### src/sdm_pkg.sv
// Contract
// Interpolator is third-order noise shaping; denominator any integer 2 through 4095.
// Host keeps the denominator at 50 or more while dither is on.
// Interpolator advances once per reference cycle; step is reference rate over denominator.
// Dither off: sequence repeats after 2, 3, 6 or 1 times denominator.
// Dither on: sequence repeat length is two to the twenty-first cycles.
// Restart bit zero: each integer/fraction write restarts and seeds from phase word.
// Phase resync is active only when clock divider bits 20:19 are one, zero.
// Resync timer pulses every divider value times denominator reference cycles.
// Divider value is bits 18:7 of clock divider register, valid 1 through 4095.
// Denominator for the timer comes from bits 14:3 of its register.
// Output phase realigns on the second sync pulse after load strobe rises.
// Host sets sync interval no shorter than worst-case loop settling time.
// Phase word steps output phase by 360 degrees over the denominator.
// One bit shifts in per serial clock rise; strobe rise latches selected word.
// Host keeps the serial clock at or below 20 MHz.
// Without a phase table, host holds the phase word constant.
// Low three bits select the register; one, zero, zero is the clock divider.
// Sync timer counts reference cycles and restarts at each strobe rise.
// Extra bits push out the oldest; latch holds the last 29 received.
package sdm_pkg;
	localparam int          WORD_W       = 29;
	localparam int          FIELD_W      = 12;
	localparam int          INT_W        = 13;
	localparam int          LFSR_W       = 21;
	localparam int          CNT_W        = 24;
	localparam int          ADDR_W       = 8;
	// Serial word destinations
	localparam logic [2:0]  SEL_INT_FRAC = 3'h0;
	localparam logic [2:0]  SEL_PHASE    = 3'h1;
	localparam logic [2:0]  SEL_DENOM    = 3'h2;
	localparam logic [2:0]  SEL_FUNC     = 3'h3;
	localparam logic [2:0]  SEL_CLKDIV   = 3'h4;
	// Field positions
	localparam int          FRAC_LSB     = 3;
	localparam int          INT_LSB      = 15;
	localparam int          PHASE_LSB    = 3;
	localparam int          DENOM_LSB    = 3;
	localparam int          RESTART_BIT  = 14;
	localparam int          CDIV_LSB     = 7;
	localparam int          MODE_LO      = 19;
	localparam logic [1:0]  MODE_RESYNC  = 2'h2;
	localparam logic [11:0] DENOM_MIN    = 12'h002;
	localparam logic [11:0] CDIV_MIN     = 12'h001;
	localparam logic [1:0]  PEND_START   = 2'h2;
	// Reset values
	localparam logic [28:0] WORD_RST     = 29'h000_0000;
	localparam logic [20:0] LFSR_RST     = 21'h0_0001;
	localparam logic [31:0] CTRL_RST     = 32'h0000_0000;
	// Register offsets
	localparam logic [7:0]  OFS_CTRL     = 8'h00;
	localparam logic [7:0]  OFS_STATUS   = 8'h04;
	localparam logic [7:0]  OFS_DIVIDE   = 8'h08;
	localparam logic [7:0]  OFS_WORD0    = 8'h0C;
	localparam logic [7:0]  OFS_WORD1    = 8'h10;
	localparam logic [7:0]  OFS_WORD2    = 8'h14;
	localparam logic [7:0]  OFS_WORD3    = 8'h18;
	localparam logic [7:0]  OFS_WORD4    = 8'h1C;
	localparam int          CTRL_DITHER  = 0;
endpackage

### src/pin_sync3.sv
`timescale 1ns/1ns
module pin_sync3 #(
	parameter logic RST_VAL = 1'b0
) (
	// Clock and reset
	input  wire logic pclk,
	input  wire logic presetn,
	// Pin and settled level
	input  wire logic pin,
	output logic      level
);
	logic s1_r;
	logic s2_r;
	logic s3_r;

	always_ff @(posedge pclk or negedge presetn)
	begin
		if (!presetn)
		begin
			s1_r  <= RST_VAL;
			s2_r  <= RST_VAL;
			s3_r  <= RST_VAL;
			level <= RST_VAL;
		end
		else
		begin
			s1_r <= pin;
			s2_r <= s1_r;
			s3_r <= s2_r;
			if (s2_r == s3_r)
				level <= s3_r;
		end
	end
endmodule

### src/fractional_sdm_phase_resync.sv
// The implementer's own choices: the register offsets and the APB slave port.
`timescale 1ns/1ns
module fractional_sdm_phase_resync (
	// Clock and reset
	input  wire logic        pclk,
	input  wire logic        presetn,
	// APB slave
	input  wire logic        psel,
	input  wire logic        penable,
	input  wire logic        pwrite,
	input  wire logic [7:0]  paddr,
	input  wire logic [31:0] pwdata,
	output logic [31:0]      prdata,
	output logic             pready,
	output logic             pslverr,
	// Serial load port pins
	input  wire logic        sclk,
	input  wire logic        sdata,
	input  wire logic        load_strobe,
	// Phase comparator reference pin
	input  wire logic        phase_comparator_ref,
	// Divider control out
	output logic [12:0]      n_value,
	output logic [3:0]       interp_code,
	output logic             sync_tick,
	output logic             phase_realign
);
	logic        sclk_s;
	logic        sdata_s;
	logic        le_s;
	logic        ref_s;
	logic        sclk_d_r;
	logic        le_d_r;
	logic        ref_d_r;
	logic        sclk_rise;
	logic        le_rise;
	logic        ref_tick;
	logic [28:0] shift_r;
	logic [28:0] word0_r;
	logic [28:0] word1_r;
	logic [28:0] word2_r;
	logic [28:0] word3_r;
	logic [28:0] word4_r;
	logic        dither_en_r;
	logic [11:0] frac_f;
	logic [12:0] int_f;
	logic [11:0] phase_f;
	logic [11:0] denom_f;
	logic [11:0] denom_eff;
	logic [11:0] cdiv_f;
	logic [11:0] cdiv_eff;
	logic [11:0] seed_val;
	logic        restart_bit;
	logic        resync_on;
	logic        load_r0;
	logic        seed_now;
	logic [11:0] acc1_r;
	logic [11:0] acc2_r;
	logic [11:0] acc3_r;
	logic        c2d_r;
	logic        c3d_r;
	logic        c3dd_r;
	logic [12:0] st1;
	logic [12:0] st2;
	logic [12:0] st3;
	logic [11:0] inc1;
	logic [3:0]  code;
	logic [20:0] lfsr_r;
	logic [23:0] period;
	logic [23:0] sync_cnt_r;
	logic        sync_pulse;
	logic [1:0]  pend_r;
	logic        apb_wr;
	logic        mapped;
	logic [31:0] rdata;

	pin_sync3 #(.RST_VAL(1'b0)) u_sclk (
		.pclk    (pclk),
		.presetn (presetn),
		.pin     (sclk),
		.level   (sclk_s)
	);
	pin_sync3 #(.RST_VAL(1'b0)) u_sdata (
		.pclk    (pclk),
		.presetn (presetn),
		.pin     (sdata),
		.level   (sdata_s)
	);
	pin_sync3 #(.RST_VAL(1'b0)) u_le (
		.pclk    (pclk),
		.presetn (presetn),
		.pin     (load_strobe),
		.level   (le_s)
	);
	pin_sync3 #(.RST_VAL(1'b0)) u_ref (
		.pclk    (pclk),
		.presetn (presetn),
		.pin     (phase_comparator_ref),
		.level   (ref_s)
	);

	// Edge detection on settled pin levels
	always_ff @(posedge pclk or negedge presetn)
	begin
		if (!presetn)
		begin
			sclk_d_r <= 1'b0;
			le_d_r   <= 1'b0;
			ref_d_r  <= 1'b0;
		end
		else
		begin
			sclk_d_r <= sclk_s;
			le_d_r   <= le_s;
			ref_d_r  <= ref_s;
		end
	end

	assign sclk_rise = sclk_s & ~sclk_d_r;
	assign le_rise   = le_s & ~le_d_r;
	assign ref_tick  = ref_s & ~ref_d_r;

	// Serial shift register, newest bit at bit 0
	always_ff @(posedge pclk or negedge presetn)
	begin
		if (!presetn)
			shift_r <= sdm_pkg::WORD_RST;
		else if (sclk_rise)
			shift_r <= {shift_r[27:0], sdata_s};
	end

	// Word latches selected by the low three bits
	always_ff @(posedge pclk or negedge presetn)
	begin
		if (!presetn)
		begin
			word0_r <= sdm_pkg::WORD_RST;
			word1_r <= sdm_pkg::WORD_RST;
			word2_r <= sdm_pkg::WORD_RST;
			word3_r <= sdm_pkg::WORD_RST;
			word4_r <= sdm_pkg::WORD_RST;
		end
		else if (le_rise)
		begin
			case (shift_r[2:0])
				sdm_pkg::SEL_INT_FRAC: word0_r <= shift_r;
				sdm_pkg::SEL_PHASE:    word1_r <= shift_r;
				sdm_pkg::SEL_DENOM:    word2_r <= shift_r;
				sdm_pkg::SEL_FUNC:     word3_r <= shift_r;
				sdm_pkg::SEL_CLKDIV:   word4_r <= shift_r;
				default:               word0_r <= word0_r;
			endcase
		end
	end

	// Field extraction
	assign frac_f      = word0_r[sdm_pkg::FRAC_LSB +: sdm_pkg::FIELD_W];
	assign int_f       = word0_r[sdm_pkg::INT_LSB +: sdm_pkg::INT_W];
	assign phase_f     = word1_r[sdm_pkg::PHASE_LSB +: sdm_pkg::FIELD_W];
	assign denom_f     = word2_r[sdm_pkg::DENOM_LSB +: sdm_pkg::FIELD_W];
	assign cdiv_f      = word4_r[sdm_pkg::CDIV_LSB +: sdm_pkg::FIELD_W];
	assign restart_bit = word3_r[sdm_pkg::RESTART_BIT];
	assign resync_on   = (word4_r[sdm_pkg::MODE_LO +: 2] == sdm_pkg::MODE_RESYNC);
	assign denom_eff   = (denom_f < sdm_pkg::DENOM_MIN) ? sdm_pkg::DENOM_MIN : denom_f;
	assign cdiv_eff    = (cdiv_f < sdm_pkg::CDIV_MIN) ? sdm_pkg::CDIV_MIN : cdiv_f;
	assign seed_val    = (phase_f >= denom_eff) ? 12'(phase_f - denom_eff) : phase_f;
	assign load_r0     = le_rise && (shift_r[2:0] == sdm_pkg::SEL_INT_FRAC);
	assign seed_now    = (load_r0 && !restart_bit) || (sync_pulse && pend_r == 2'h1);

	// One accumulator stage modulo the denominator
	function automatic logic [12:0] acc_step(input logic [11:0] acc, input logic [11:0] inc,
		input logic [11:0] m);
		logic [12:0] s;
		s = {1'b0, acc} + {1'b0, inc};
		if (s >= {1'b0, m})
			acc_step = {1'b1, 12'(s - {1'b0, m})};
		else
			acc_step = {1'b0, s[11:0]};
	endfunction

	// Dither adds one pseudo-random lsb to the first stage
	assign inc1 = 12'(frac_f + {11'h000, dither_en_r & lfsr_r[0]});
	assign st1  = acc_step(acc1_r, inc1, denom_eff);
	assign st2  = acc_step(acc2_r, st1[11:0], denom_eff);
	assign st3  = acc_step(acc3_r, st2[11:0], denom_eff);

	// Third-order error cancellation of the three carries
	always_comb
	begin
		code = $signed({3'b000, st1[12]}) + $signed({3'b000, st2[12]}) - $signed({3'b000, c2d_r})
			+ $signed({3'b000, st3[12]}) - $signed({2'b00, c3d_r, 1'b0}) + $signed({3'b000, c3dd_r});
	end

	// Maximal length 21-bit sequence for dither
	always_ff @(posedge pclk or negedge presetn)
	begin
		if (!presetn)
			lfsr_r <= sdm_pkg::LFSR_RST;
		else if (seed_now)
			lfsr_r <= sdm_pkg::LFSR_RST;
		else if (ref_tick && dither_en_r)
			lfsr_r <= {lfsr_r[19:0], lfsr_r[20] ^ lfsr_r[18]};
	end

	// Modulator state, one step per reference cycle
	always_ff @(posedge pclk or negedge presetn)
	begin
		if (!presetn)
		begin
			acc1_r <= 12'h000;
			acc2_r <= 12'h000;
			acc3_r <= 12'h000;
			c2d_r  <= 1'b0;
			c3d_r  <= 1'b0;
			c3dd_r <= 1'b0;
		end
		else if (seed_now)
		begin
			acc1_r <= seed_val;
			acc2_r <= 12'h000;
			acc3_r <= 12'h000;
			c2d_r  <= 1'b0;
			c3d_r  <= 1'b0;
			c3dd_r <= 1'b0;
		end
		else if (ref_tick)
		begin
			acc1_r <= st1[11:0];
			acc2_r <= st2[11:0];
			acc3_r <= st3[11:0];
			c2d_r  <= st2[12];
			c3d_r  <= st3[12];
			c3dd_r <= c3d_r;
		end
	end

	// Divide value to the feedback divider
	always_ff @(posedge pclk or negedge presetn)
	begin
		if (!presetn)
		begin
			n_value     <= 13'h0000;
			interp_code <= 4'h0;
		end
		else if (ref_tick)
		begin
			n_value     <= int_f + {{9{code[3]}}, code};
			interp_code <= code;
		end
	end

	// Sync timer
	assign period     = {12'h000, cdiv_eff} * {12'h000, denom_eff};
	assign sync_pulse = resync_on && ref_tick && !le_rise && (sync_cnt_r == 24'(period - 24'h00_0001));

	always_ff @(posedge pclk or negedge presetn)
	begin
		if (!presetn)
			sync_cnt_r <= 24'h00_0000;
		else if (le_rise)
			sync_cnt_r <= 24'h00_0000;
		else if (sync_pulse)
			sync_cnt_r <= 24'h00_0000;
		else if (resync_on && ref_tick)
			sync_cnt_r <= sync_cnt_r + 24'h00_0001;
	end

	// Pulses left before realignment after a new frequency
	always_ff @(posedge pclk or negedge presetn)
	begin
		if (!presetn)
			pend_r <= 2'h0;
		else if (load_r0)
			pend_r <= sdm_pkg::PEND_START;
		else if (sync_pulse && pend_r != 2'h0)
			pend_r <= pend_r - 2'h1;
	end

	always_ff @(posedge pclk or negedge presetn)
	begin
		if (!presetn)
		begin
			sync_tick     <= 1'b0;
			phase_realign <= 1'b0;
		end
		else
		begin
			sync_tick     <= sync_pulse;
			phase_realign <= sync_pulse && (pend_r == 2'h1);
		end
	end

	// APB slave, zero wait states
	assign pready  = 1'b1;
	assign apb_wr  = psel && penable && pwrite;
	assign pslverr = psel && penable && !mapped;

	always_comb
	begin
		mapped = 1'b1;
		rdata  = 32'h0000_0000;
		case (paddr)
			sdm_pkg::OFS_CTRL:   rdata = {31'h0000_0000, dither_en_r};
			sdm_pkg::OFS_STATUS: rdata = {29'h0000_0000, pend_r, resync_on};
			sdm_pkg::OFS_DIVIDE: rdata = {15'h0000, interp_code, n_value};
			sdm_pkg::OFS_WORD0:  rdata = {3'h0, word0_r};
			sdm_pkg::OFS_WORD1:  rdata = {3'h0, word1_r};
			sdm_pkg::OFS_WORD2:  rdata = {3'h0, word2_r};
			sdm_pkg::OFS_WORD3:  rdata = {3'h0, word3_r};
			sdm_pkg::OFS_WORD4:  rdata = {3'h0, word4_r};
			default:             mapped = 1'b0;
		endcase
	end

	always_ff @(posedge pclk or negedge presetn)
	begin
		if (!presetn)
			prdata <= 32'h0000_0000;
		else if (psel && !penable)
			prdata <= rdata;
	end

	always_ff @(posedge pclk or negedge presetn)
	begin
		if (!presetn)
			dither_en_r <= sdm_pkg::CTRL_RST[sdm_pkg::CTRL_DITHER];
		else if (apb_wr && paddr == sdm_pkg::OFS_CTRL)
			dither_en_r <= pwdata[sdm_pkg::CTRL_DITHER];
	end
endmodule

### config.mk
export PLATFORM = sky130hd
export DESIGN_NAME = fractional_sdm_phase_resync
export DESIGN_NICKNAME = d
export VERILOG_FILES = /design/src/sdm_pkg.sv /design/src/pin_sync3.sv /design/src/fractional_sdm_phase_resync.sv
export SDC_FILE = /design/constraint.sdc
export NUM_CORES = 1
export LEC_CHECK = 0
export ABC_AREA = 1
export BUFFER_PORTS_ARGS = -buffer_cell sky130_fd_sc_hd__buf_4
export CAP_MARGIN = 20
export CORE_MARGIN = 5
export CORE_UTILIZATION = 55
export CTS_CLUSTER_DIAMETER = 200
export DETAILED_ROUTE_END_ITERATION = 12
export PLACE_DENSITY = 0.82
export RECOVER_POWER = 100
export SYNTH_ARGS = -nofsm -noshare
export SYNTH_HDL_FRONTEND = slang
export SYNTH_SLANG_ARGS = --single-unit
### constraint.sdc
create_clock -name pclk -period 11.7 [get_ports pclk]
set_clock_uncertainty 0.15 [all_clocks]
set_input_delay 0.585 -clock pclk [delete_from_list [all_inputs] [get_ports pclk]]
set_output_delay 0.585 -clock pclk [all_outputs]
set_load 0.005 [all_outputs]
==> flow_summary.toml <==
[route]
drt-total-wl_mm = 72.7
via_per_inst = 5.58
wl_per_cell_um = 17.4
drc = 0
ant_nets = 0
drt_first_pass_iters = 12
drt-initial-drc-count = 2201
vias = 23200

[sta]
max_slew_margin_pct = -359
hold_viol = 0
period_minus_slack_ns = 11.69
worst_pin_slew_ns = 6.88
fmax_ghz = 0.0856
rsz0062_at_grt = "yes"
drv_slew = 536
post-route-period-util_pct = 99.9
setup_violations = 0

[logic_synthesis]
ys_seq_area_share_pct = 32.6
ys_types = 57
synth_xor_area_share_pct = 4.39
synthAdderAreaFrac_pct = 18.5
syn_area_um2 = 25200
synth_async_sr_flop_share_pct = 100
synth_area_leader_cell = "dfrtp_1"
ys_ff_latch = 328
synth_area_leaders = "dfrtp_1, nand2_1, fa_1"
synthMuxAreaShare_pct = 0.134
synth_flop_cell = "dfrtp_1"
synth_top_family_by_area = "simple AND/OR/NAND/NOR gates"
avgSynthCellArea_um2 = 7.60
synthCells = 3309
synthSimpleGateAreaFrac_pct = 22.2
synth_edf_count = 0
yosysTopAreaCellShare_pct = 32.5
synth_compound_area_share_pct = 11.2
yosysWarnings = 0

[worst_setup_path]
required_ns = 11.99
worst-path-stages = 85
timing.rr.start = "lfsr_r[0]$_DFFE_PN1P_"
crit_top_cell = "nand2_2"
cp_max_fo = 5
crit_buf_inv = 15
criticalPathCategory = "flop to flop"
max_stage_delay_ns = 0.55
slowest_stage = "dfstp_2"
crit_path_end = "n_value[12]$_DFFE_PN0P_"
arrival_ns = 11.98
start_kind = "flop"
rr_endpoint = "n_value[12]$_DFFE_PN0P_"
crit_start = "lfsr_r[0]$_DFFE_PN1P_"
crit_family = "simple AND/OR/NAND/NOR gates"
r2r_slack_ns = 0.01
reg2reg_depth = 85
end_kind = "flop"

[final_layout]
layout-drive-gt1-share_pct = 14.5
layout_commonest_cell = "nand2_1"
final_cell_mix = "nand2_1, inv_1, dfrtp_1, o21ai_0, buf_4"
final_nets = 3887
fin_area_um2 = 29600
area.growth.synth_to_final_pct = 17.8

[min_path]
hold_depth = 3
min_path_type = "primary input to flop"
hold_path.startpoint = "pwdata[0]"

[placed_design]
place_hpwl_mm = 51.8
portBuffers = 66
gp_congestion = 0.955
placed_cell_area_um2 = 27500

[floorplanning]
rows = 78
start_util_pct = 55.5
die_w_um = 224
pin_count = 102
die_y_um = 224
design.core.area_um2 = 45300
die-area_um2 = 50100

[clock_tree]
numCtsBuffers = 36
cts.sinks = 328
htreeDepth = 2
clk-insertion-delay-late_ns = 0.56
clk_pin_slew_worst_paths_ns = 0.06
cts_tree = "built"
clockBufferDepth = 3
cts_root_buf = "clkbuf_16"

[outcome]
violations = "capacitance limit, slew limit"
status = "finished with violations"

[global_route]
antenna_found_initial = 0
overflow = 0
grt_first_pass_wirelength_mm = 115
first_global_vias = 23000
grt_max_degree = 124
grt_use_total_pct = 28.0

[flow_run]
max_cap_violations = 9
metrics by stage:
step	hold WS [ns]	std cells	utilization (%)	setup TNS, ns	worst slack [ns]
after floorplan	0.139	3311	-	0	0.0107
after global placement	0.184	4065	60.7	-0.425	-0.213
after detailed placement	0.187	4066	60.7	-2.06	-0.625
after CTS	0.0337	4145	64.0	0	0.00721
after global routing	0.167	4166	65.5	-3.04	-0.558
final	0.147	4167	65.5	0	0.0121
per-layer routing:
metal,global-route usage (%),up-vias,wire [µm]
met2,46.2,1079,33900
met1,35.8,11000,28600
met3,5.52,257,6150
li1,-,10900,-
met4,13.1,0,4020
met5,0,-,0
flip-flops by register name (all words and copies together) (netlist names), 2 cells and up:
register     count
word2_r         29
acc2_r          12
prdata          29
acc3_r          12
word4_r         29
word0_r         29
n_value         13
pend_r           2
sync_cnt_r      24
acc1_r          12
interp_code      4
word1_r         29
shift_r         29
word3_r         29
lfsr_r          21
tightest hold or removal path, delay by kind of cell:
family	cells	cell delay, ns
AOI/OAI and AO/OA	1	0.10
buffers and inverters	1	0.09
and+or+nand+nor	1	0.04
cells in the mapped netlist, types with 4 or more instances:
cell	count
nand2_1	832
inv_1	596
dfrtp_1	327
o21ai_0	279
nor2_1	191
ha_1	180
nand3_1	140
fa_1	118
a21oi_1	111
clkbuf_1	93
xor2_1	73
o22ai_1	56
xnor2_1	53
nor3_1	52
nand4_1	45
nand3_2	25
a211oi_1	15
buf_2	11
a21o_1	9
a31oi_1	8
a2111oi_0	6
a22o_1	6
or2_2	6
buf_4	5
clkinv_1	5
nor4_1	5
o21bai_1	5
inv_2	4
maj3_1	4
nor2_4	4
o31ai_1	4
cell families (layout without fill, tap and decap cells):
| logic type | after synthesis | in the layout |
|---|---|---|
| other | 2 | 5 |
| flip-flops | 328 | 328 |
| AND/OR/NAND/NOR | 1317 | 1317 |
| adder cells (fa/ha/maj) | 302 | 302 |
| XOR/XNOR | 126 | 126 |
| buffers and inverters | 720 | 975 |
| AO/OA/AOI/OAI | 511 | 511 |
| multiplexers | 3 | 3 |
final cells by class:
cell class / count / area, µm²
diodes: 1 / 2.50
repair buffers: 305 / 2220
flip-flops and latches: 328 / 8210
clock buffers: 48 / 986
inverters: 606 / 2280
multi-input cells: 2263 / 15000
clock inverters: 16 / 203
well taps: 600 / 751
fillers: 3590 / 15600
worst min path at each step:
stage | endpoint | slack, ns
4_1_cts | prdata[13]$_DFFE_PN0P_ | 0.03
3_5_place_dp | u_sclk.s2_r$_DFF_PN0_ | 0.19
6_report | dither_en_r$_DFFE_PN0P_ | 0.15
2_1_floorplan | acc1_r[0]$_DFFE_PN0P_ | 0.14
3_3_place_gp | u_sdata.s2_r$_DFF_PN0_ | 0.18
5_1_grt | dither_en_r$_DFFE_PN0P_ | 0.17
repair_timing:
item,in CTS,in global routing
setup buffers,10,19
pin swaps,12,95
gates cloned,1,1
endpoints found under the hold margin,4,0
setup endpoints to repair,8,12
hold buffers,4,0
gates resized for setup,38,154
Power is left out: the tool's default activity adds up to more than one toggle a clock period on the data nets, which glitch-free logic cannot reach.
